**config.mk**
```make
export PLATFORM = sky130hd
export DESIGN_NAME = uebh_top
export DESIGN_NICKNAME = d
export VERILOG_FILES = /design/src/pkg/uebh_pkg.sv /design/src/verilog/uebh_top.sv /design/src/verilog/uebh_bank_mem.sv
export SDC_FILE = /design/constraint.sdc
export NUM_CORES = 2
export LEC_CHECK = 0
export BUFFER_PORTS_ARGS = -buffer_cell sky130_fd_sc_hd__clkbuf_2
export CORE_MARGIN = 1.5
export CORE_UTILIZATION = 60
export CTS_CLUSTER_DIAMETER = 80
export CTS_CLUSTER_SIZE = 24
export DETAILED_ROUTE_END_ITERATION = 8
export GPL_TIMING_DRIVEN = 0
export PLACE_DENSITY = 0.87
export SLEW_MARGIN = 20
export SYNTH_ARGS = -nofsm -noshare
export SYNTH_HDL_FRONTEND = slang
export SYNTH_HIERARCHICAL = 1
export SYNTH_SLANG_ARGS = --single-unit
export TNS_END_PERCENT = 10
```
**constraint.sdc**
```tcl
create_clock -name mclk -period 10.72 [get_ports mclk]
set_input_delay 1.072 -clock mclk [delete_from_list [all_inputs] [get_ports mclk]]
set_output_delay 1.072 -clock mclk [all_outputs]
set_load 0.01 [all_outputs]
```
**src/pkg/uebh_pkg.sv**
```systemverilog
// Shared constants, link carriers and state codes for the endpoint
// bank handler. Assumes a single 200 MHz clock domain.
package uebh_pkg;
  // Register byte offsets on the Avalon-MM slave
  localparam logic [3:0] OFF_CSR = 4'h0;
  localparam logic [3:0] OFF_FIFO = 4'h4;
  // Control/status field positions
  localparam int BIT_TX_COMPLETE = 0;
  localparam int BIT_RECV0 = 1;
  localparam int BIT_STALL_SENT_B = 3;
  localparam int BIT_TXRDY = 4;
  localparam int BIT_FSTALL = 5;
  localparam int BIT_RECV1 = 6;
  localparam int BIT_PINGPONG = 8;
  localparam int BIT_DIRIN = 9;
  localparam int POS_BYTECNT = 16;
  // Reset value and unmapped read value
  localparam logic [31:0] CSR_RESET = 32'h0000_0000;
  localparam logic [31:0] RD_UNMAPPED = 32'h0000_0000;
  // Bank geometry defaults
  localparam int BANK_DEPTH = 64;
  localparam int BYTE_W = 8;
  // Handshake codes
  localparam logic [1:0] HS_ACK = 2'h0;
  localparam logic [1:0] HS_NAK = 2'h1;
  localparam logic [1:0] HS_STALL = 2'h2;
  // Engine states
  typedef enum logic [4:0] {
    ST_IDLE = 5'b00001,
    ST_TX = 5'b00010,
    ST_TXWAIT = 5'b00100,
    ST_RX = 5'b01000,
    ST_RXDROP = 5'b10000
  } uebh_state_e;
  // Packet engine to endpoint: tokens, host ack, received bytes
  typedef struct packed {
    logic tokIn;
    logic tokOut;
    logic hostAck;
    logic rxValid;
    logic [7:0] rxByte;
    logic rxEnd;
  } uebh_link_in_s;
  // Endpoint to packet engine: handshake and IN payload
  typedef struct packed {
    logic hsValid;
    logic [1:0] hsCode;
    logic txValid;
    logic [7:0] txByte;
    logic txEnd;
  } uebh_link_out_s;
endpackage

```
**src/verilog/uebh_top.sv**
```systemverilog
// Endpoint bank handler: ping-pong or single bank, IN and OUT data,
// NAK/ACK/STALL answers, Avalon-MM register slave.
// Assumes the packet engine runs on mclk and needs no synchroniser.
`timescale 1ns/10ps
// Summary of operation
// - Ping-pong endpoint has two banks, one for CPU, one for engine.
// - Bank release sets transmit-complete; interrupt holds while set.
// - IN tokens get NAK while no bank is armed.
// - Single-bank OUT: NAK while CPU owns FIFO, else store and ACK.
// - Storing into bank 0 sets bank-0-received; interrupt holds.
// - Byte count of readable bank shows in control/status.
// - FIFO data reads return received bytes in order.
// - Clearing received flag returns bank to engine for overwrite.
// - Ping-pong OUT stores first in bank 0, next in bank 1.
// - Bank 1 fill sets bank-1-received; interrupt while either set.
// - Clearing bank-0 flag lets next OUT packet into bank 0.
// - Force-stall set makes endpoint answer with STALL.
// - Sending STALL sets stall-sent; interrupt until firmware clears.
// - Transmit-complete sets only on host ACK of IN data.
module uebh_top
  import uebh_pkg::*;
#(
  parameter int DEPTH = uebh_pkg::BANK_DEPTH
) (
  input wire logic mclk, // 200 MHz clock
  input wire logic rst, // Async reset, active high
  input wire logic ce, // Clock enable
  input wire logic [3:0] avsAddress, // Byte address
  input wire logic avsRead, // Read request
  input wire logic avsWrite, // Write request
  input wire logic [31:0] avsWritedata, // Write data
  input wire logic [3:0] avsByteenable, // Byte lanes
  output logic [31:0] avsReaddata, // Read data
  output logic avsWaitrequest, // Stall request
  input wire uebh_pkg::uebh_link_in_s lnkIn, // From packet engine
  output uebh_pkg::uebh_link_out_s lnkOut, // To packet engine
  output logic epIrq // Endpoint interrupt request
);
  import uebh_pkg::*;

  localparam int AW = $clog2(DEPTH);
  localparam int CW = AW + 1;
  localparam logic [CW-1:0] DEPTH_C = CW'(DEPTH);

  uebh_state_e stQ;
  logic waitQ;
  logic [31:0] rdataQ;
  logic txCompQ, txCompD;
  logic stallSentQ, stallSentD;
  logic forceStallQ, pingPongQ, dirInQ;
  logic [1:0] recvQ, recvD, txArmQ, txArmD;
  logic cpuBankQ, cpuBankD, usbBankQ, usbBankD;
  logic [1:0][CW-1:0] cntQ;
  logic [CW-1:0] cpuIdxQ, usbIdxQ;
  logic dropStallQ;
  logic irqD;
  logic [15:0] memRd;
  logic [1:0] clrRecv;

  // Bus decode and access strobes
  wire busReq = avsRead | avsWrite;
  wire accDone = ce & busReq & ~avsWaitrequest;
  wire selCsr = (avsAddress == OFF_CSR);
  wire selFifo = (avsAddress == OFF_FIFO);
  wire wrCsrLo = accDone & avsWrite & selCsr & avsByteenable[0];
  wire wrCsrHi = accDone & avsWrite & selCsr & avsByteenable[1];
  wire [31:0] wd = avsWritedata;
  wire armReq = wrCsrLo & wd[BIT_TXRDY] & dirInQ;
  wire clrTxComp = wrCsrLo & wd[BIT_TX_COMPLETE];
  wire clrStall = wrCsrLo & wd[BIT_STALL_SENT_B];
  assign clrRecv[0] = wrCsrLo & wd[BIT_RECV0];
  assign clrRecv[1] = wrCsrLo & wd[BIT_RECV1];

  // CPU FIFO access: IN writes append, OUT reads pop in order
  wire [CW-1:0] cpuCnt = cntQ[cpuBankQ];
  wire cpuFull = (cpuCnt >= DEPTH_C);
  wire fifoWr = accDone & avsWrite & selFifo & avsByteenable[0] & dirInQ
    & ~txArmQ[cpuBankQ] & ~cpuFull;
  wire fifoRd = accDone & avsRead & selFifo & ~dirInQ;
  wire clrCpuBank = clrRecv[cpuBankQ] & recvQ[cpuBankQ];

  // Engine-side view of the current bank
  wire [CW-1:0] usbCnt = cntQ[usbBankQ];
  wire usbArmed = txArmQ[usbBankQ];
  wire rxFree = ~recvQ[usbBankQ];
  wire inIdle = (stQ == ST_IDLE);
  wire evTxRel = ce & (stQ == ST_TXWAIT) & lnkIn.hostAck;
  wire evRxStore = ce & (stQ == ST_RX) & lnkIn.rxEnd;
  wire evStallIn = ce & inIdle & lnkIn.tokIn & forceStallQ;
  wire evStallOut = ce & (stQ == ST_RXDROP) & lnkIn.rxEnd & dropStallQ;
  wire rxWr = ce & (stQ == ST_RX) & lnkIn.rxValid & (usbIdxQ < DEPTH_C);

  // Memory port selection
  wire memWrEn = fifoWr | rxWr;
  wire memWrBank = dirInQ ? cpuBankQ : usbBankQ;
  wire [AW-1:0] memWrAddr = dirInQ ? cpuCnt[AW-1:0] : usbIdxQ[AW-1:0];
  wire [7:0] memWrData = dirInQ ? wd[7:0] : lnkIn.rxByte;
  wire [7:0] cpuRdByte = memRd[7:0];
  wire [7:0] usbRdByte = memRd[15:8];

  // Read data mux
  wire [31:0] csrView = {{(16-CW){1'b0}}, cpuCnt, 6'h00, dirInQ, pingPongQ,
    1'b0, recvQ[1], forceStallQ, |txArmQ, stallSentQ, 1'b0, recvQ[0],
    txCompQ};
  wire [31:0] rdMux = selCsr ? csrView :
    selFifo ? {24'h00_0000, cpuRdByte} : RD_UNMAPPED;

  uebh_bank_mem #(
    .DEPTH(DEPTH),
    .AW(AW)
  ) u_mem (
    .mclk(mclk),
    .ce(ce),
    .wrEn(memWrEn),
    .wrBank(memWrBank),
    .wrAddr(memWrAddr),
    .wrData(memWrData),
    .rdBank({usbBankQ, cpuBankQ}),
    .rdAddr({usbIdxQ[AW-1:0], cpuIdxQ[AW-1:0]}),
    .rdData(memRd)
  );

  // Avalon slave: one wait cycle, data latched on the first cycle
  always_ff @(posedge mclk or posedge rst) begin
    if (rst) begin
      waitQ <= 1'b1;
      rdataQ <= 32'h0000_0000;
    end else if (ce) begin
      waitQ <= ~(busReq & waitQ);
      if (busReq & waitQ) begin
        rdataQ <= rdMux;
      end
    end
  end
  assign avsWaitrequest = waitQ;
  assign avsReaddata = rdataQ;

  // Control bits written by software
  always_ff @(posedge mclk or posedge rst) begin
    if (rst) begin
      forceStallQ <= CSR_RESET[BIT_FSTALL];
      pingPongQ <= CSR_RESET[BIT_PINGPONG];
      dirInQ <= CSR_RESET[BIT_DIRIN];
    end else begin
      if (wrCsrLo) begin
        forceStallQ <= wd[BIT_FSTALL];
      end
      if (wrCsrHi) begin
        pingPongQ <= wd[BIT_PINGPONG];
        dirInQ <= wd[BIT_DIRIN];
      end
    end
  end

  // Flag, arm and bank pointer next values; a set beats a clear
  always_comb begin
    txCompD = (txCompQ & ~clrTxComp) | evTxRel;
    stallSentD = (stallSentQ & ~clrStall) | evStallIn
      | evStallOut;
    for (int b = 0; b < 2; b++) begin
      recvD[b] = (recvQ[b] & ~clrRecv[b])
        | (evRxStore & (usbBankQ == b[0]));
      txArmD[b] = (txArmQ[b] & ~(evTxRel & (usbBankQ == b[0])))
        | (armReq & (cpuBankQ == b[0]));
    end
    usbBankD = usbBankQ ^ (pingPongQ & (evTxRel | evRxStore));
    cpuBankD = cpuBankQ ^ (pingPongQ & (armReq | clrCpuBank));
    irqD = txCompD | stallSentD | (|recvD);
  end

  always_ff @(posedge mclk or posedge rst) begin
    if (rst) begin
      txCompQ <= 1'b0;
      stallSentQ <= 1'b0;
      recvQ <= 2'b00;
      txArmQ <= 2'b00;
      usbBankQ <= 1'b0;
      cpuBankQ <= 1'b0;
      epIrq <= 1'b0;
    end else if (ce) begin
      txCompQ <= txCompD;
      stallSentQ <= stallSentD;
      recvQ <= recvD;
      txArmQ <= txArmD;
      usbBankQ <= usbBankD;
      cpuBankQ <= cpuBankD;
      epIrq <= irqD;
    end
  end

  // Byte counts per bank and CPU read pointer
  always_ff @(posedge mclk or posedge rst) begin
    if (rst) begin
      cntQ <= '0;
      cpuIdxQ <= '0;
    end else if (ce) begin
      if (fifoWr) begin
        cntQ[cpuBankQ] <= cpuCnt + 1'b1;
      end
      if (evRxStore) begin
        cntQ[usbBankQ] <= usbIdxQ;
      end else if (evTxRel) begin
        cntQ[usbBankQ] <= '0;
      end
      if (clrCpuBank) begin
        cpuIdxQ <= '0;
      end else if (fifoRd && cpuIdxQ < DEPTH_C) begin
        cpuIdxQ <= cpuIdxQ + 1'b1;
      end
    end
  end

  // Packet engine: token answers, IN streaming, OUT storing
  always_ff @(posedge mclk or posedge rst) begin
    if (rst) begin
      stQ <= ST_IDLE;
      usbIdxQ <= '0;
      dropStallQ <= 1'b0;
      lnkOut <= '0;
    end else if (ce) begin
      lnkOut <= '0;
      case (stQ)
        ST_IDLE: begin
          usbIdxQ <= '0;
          if (lnkIn.tokIn) begin
            if (forceStallQ) begin
              lnkOut.hsValid <= 1'b1;
              lnkOut.hsCode <= HS_STALL;
            end else if (dirInQ && usbArmed) begin
              stQ <= ST_TX;
            end else begin
              lnkOut.hsValid <= 1'b1;
              lnkOut.hsCode <= HS_NAK;
            end
          end else if (lnkIn.tokOut) begin
            dropStallQ <= forceStallQ;
            if (!forceStallQ && !dirInQ && rxFree) begin
              stQ <= ST_RX;
            end else begin
              stQ <= ST_RXDROP;
            end
          end
        end
        ST_TX: begin
          if (usbIdxQ == usbCnt) begin
            lnkOut.txEnd <= 1'b1;
            stQ <= ST_TXWAIT;
          end else begin
            lnkOut.txValid <= 1'b1;
            lnkOut.txByte <= usbRdByte;
            usbIdxQ <= usbIdxQ + 1'b1;
          end
        end
        ST_TXWAIT: begin
          if (lnkIn.hostAck) begin
            stQ <= ST_IDLE;
          end else if (lnkIn.tokIn) begin
            usbIdxQ <= '0;
            stQ <= ST_TX;
          end
        end
        ST_RX: begin
          if (rxWr) begin
            usbIdxQ <= usbIdxQ + 1'b1;
          end
          if (lnkIn.rxEnd) begin
            lnkOut.hsValid <= 1'b1;
            lnkOut.hsCode <= HS_ACK;
            stQ <= ST_IDLE;
          end
        end
        ST_RXDROP: begin
          if (lnkIn.rxEnd) begin
            lnkOut.hsValid <= 1'b1;
            lnkOut.hsCode <= dropStallQ ? HS_STALL : HS_NAK;
            stQ <= ST_IDLE;
          end
        end
        default: begin
          stQ <= ST_IDLE;
        end
      endcase
    end
  end
endmodule // uebh_top

```
**src/verilog/uebh_bank_mem.sv**
```systemverilog
// Two-bank byte store for one endpoint, one write port, two read ports.
// Assumes the caller never writes the same bank from both sides at once.
`timescale 1ns/10ps
module uebh_bank_mem #(
  parameter int DEPTH = 64,
  parameter int AW = 6
) (
  input wire logic mclk, // Clock
  input wire logic ce, // Clock enable
  input wire logic wrEn, // Write strobe
  input wire logic wrBank, // Bank written
  input wire logic [AW-1:0] wrAddr, // Byte index written
  input wire logic [7:0] wrData, // Byte written
  input wire logic [1:0] rdBank, // Bank per read port
  input wire logic [2*AW-1:0] rdAddr, // Index per read port
  output logic [15:0] rdData // Byte per read port
);
  logic [7:0] mem [2*DEPTH];

  // Byte write into the selected bank
  always_ff @(posedge mclk) begin
    if (ce && wrEn) begin
      mem[{wrBank, wrAddr}] <= wrData;
    end
  end

  // Asynchronous read ports
  for (genvar p = 0; p < 2; p++) begin : g_rd
    assign rdData[8*p +: 8] = mem[{rdBank[p], rdAddr[AW*p +: AW]}];
  end
endmodule // uebh_bank_mem

```
==> impl_results.md <==
- Crit path time final: 5.66 ns
- RSZ-0062 raised after global routing: false
- Pre-Repair DR Iteration Count: 7
- Boundary pin count: 105
- Largest net degree at the start of global routing: 129
- Post-DRT Antenna Nets: 0
- CTS Hold Bufs: 0
- Fmax: 177 MHz
- Hold WC Path Type: primary input to asynchronous set/reset pin
- Hpwl dp: 112000 um
- Count leader, synth: edfxtp_1
- Standby leakage power: 16.5 nW
- Seq/Total Area, Yosys: 62.8%
- Die Y: 297 um
- Die W: 297 um
- Total gr overflow: 0
- Max_slew headroom: 18.5%
- Final Cycle Share: 52.8%
- Vias in the first global route: 30400
- Vias per cell: 7.87
- Mapped Area: 52000 um^2
- Final setup fails: 0
- Distinct cells, synth: 64
- Syn_area_per_cell: 20.6 um^2
- Vias post-DR: 30300
- R2R Setup Slk: 5.13 ns
- Synth area leader: edfxtp_1
- Initial Util: 60.8%
- Core Rows: 107
- PostCTS Resize Cnt: 0
- H-tree depth: 2
- CTS Buf Count: 54
- Sum Neg Setup Slack: 0 ns
- Ys flop type: edfxtp_1
- Outcome: finished clean
- Fin util: 65.4%
- Crit Path Class: primary input to register
- Yosys warning total: 6
- Total Routed Length: 158000 um
- Worst Skew: 0.0538 ns
- Clock Latency Late Sink: 0.70 ns
- DR iter-0 viols: 4916
- Postcts setup bufs: 0
- Design area: 56000 um^2
- Antenna violations before repair: 12
- CTS tree: yes
- Worst Tran Pin Value: 1.22 ns
- Synth top cells by count: edfxtp_1, mux4_2, nor2_1
- Hold Violations, Final: 0
- VDD IR max: 127 uV
- Number of max-cap violations: 0
- Port Buffers: 65
- Clock root buffer: clkbuf_16
- Arr. time, crit path: 5.95 ns
- Mapped Cells: 2523
- Synth top area cells: edfxtp_1, mux4_2, dfrtp_1
- Clock transition at path regs: 0.10 ns
- Slew Limit Fails: 0
- Post-synth EDFFs: 1024
- First-pass GRT wire length: 223000 um
- Layout cell share with drive strength beyond 1: 35.7%
- Sink Count: 1101
- Die footprint: 88500 um^2
- Dpl cell area: 54300 um^2
- Area growth, synth to finish: 7.63%
- Startpoint types: primary input
- Core Region: 85500 um^2
- Power Density: 157 nW/um^2
- DRC Markers: 0
- Critical Path RT: 11.01 ns
- # nets final: 2736
- Post-synth ARST share: 6.99%
- Gpl congestion: 1.01
- Synthesized flop and latch total: 1101
- Clk buf depth: 3
- GRT Util Overall: 36.2%
- Synth top area share: 59.1%
- Routed wire per std cell: 41.1 um
- CP Max Fanout: 10
- Crit end category: register
[critical path: stages]
cell	delay, ns
clkbuf_2	0.12
nor4b_1	0.62
clkbuf_1	0.44
and3_1	0.30
o21ai_0	0.12
nand2_1	0.09
and2_1	0.33
clkbuf_1	0.38
nand4_1	0.87
clkbuf_1	0.55
buf_8	0.28
nor2_1	0.77
[report_power, final]
part | internal [mW] | switching [mW] | total (mW)
Clock | 1.01 | 1.35 | 2.36
Sequential | 4.81 | 0.0219 | 4.83
Combinational | 0.677 | 0.948 | 1.62
[cells by family (layout without fill, tap and decap cells)]
group                      after synthesis  after routing  synth area share (%)
DFF                                   1101           1101                  62.8
muxes                                  721            721                  30.1
and+or+nand+nor                        345            345                  3.12
buffers and inverters                  222            386                  2.06
AOI/OAI and AO/OA                      109            109                  1.44
xor gates and xnor gates                21             21                 0.354
adders and majority gates                3              3                0.0722
other                                    1             22               0.00721
[metal layers]
metal | wire length (um) | track usage [%] | vias to the layer above
li1 | - | - | 11100
met1 | 47500 | 44.8 | 15600
met2 | 73900 | 56.0 | 3007
met3 | 24600 | 12.0 | 595
met4 | 12200 | 21.8 | 12
met5 | 73 | 0 | -
[path summary, 6_finish.rpt]
check | startpoint | to | depth (start not counted)
min | rst | epIrq$_DFFE_PP0P_ | 2
max in group asynchronous | rst | avsWaitrequest$_DFFE_PP1P_ | 3
min reg2reg | avsReaddata[18]$_DFFE_PP0P_ | avsReaddata[18]$_DFFE_PP0P_ | 2
min in group mclk | avsReaddata[18]$_DFFE_PP0P_ | avsReaddata[18]$_DFFE_PP0P_ | 2
max reg2reg | dirInQ$_DFFE_PP0P_ | u_mem/mem[95][2]$_DFFE_PP_ | 9
max | avsAddress[1] | u_mem/mem[95][2]$_DFFE_PP_ | 12
[through the flow]
stage                     power (mW)  hold WS, ns  setup slack, ns  std cells
final                           8.81        0.415             5.06       3852
after global routing            8.99        0.446             5.05       3845
after CTS                       8.78        0.415             5.27       3842
after detailed placement        6.50        0.472             4.58       3760
after global placement          6.42        0.460            -2.91       3746
after floorplan                 5.95        0.463             3.44       2537
[cell usage in the layout, fill, tap and decap left out, types with 39 or more instances in the layout]
cell type and instances:
buf_1 39, buf_2 50, clkbuf_1 88, clkbuf_16 57, clkbuf_2 79, dfrtp_1 75, edfxtp_1 1024, mux4_2 672
nand2_1 82, nor2_1 157
[layout make-up]
cell class | count | area (um^2)
sequential | 1101 | 32700
fill | 5279 | 29600
multi-input combinational | 1214 | 18400
clock buffer | 73 | 1490
tap | 1144 | 1430
buffer | 209 | 1040
timing repair buffer | 82 | 728
clock inverter | 9 | 113
inverter | 13 | 51.3
antenna | 7 | 17.5
[registers in the layout, indices dropped and copies added, names as in the netlist, 2 cells and up]
signal and flops:
u_mem/mem 1024, cntQ 14, usbIdxQ 7, txArmQ 2
stQ 5, avsReaddata 17, recvQ 2, lnkOut 13
cpuIdxQ 7
No activity file was read; power rests on OpenSTA's default activity.
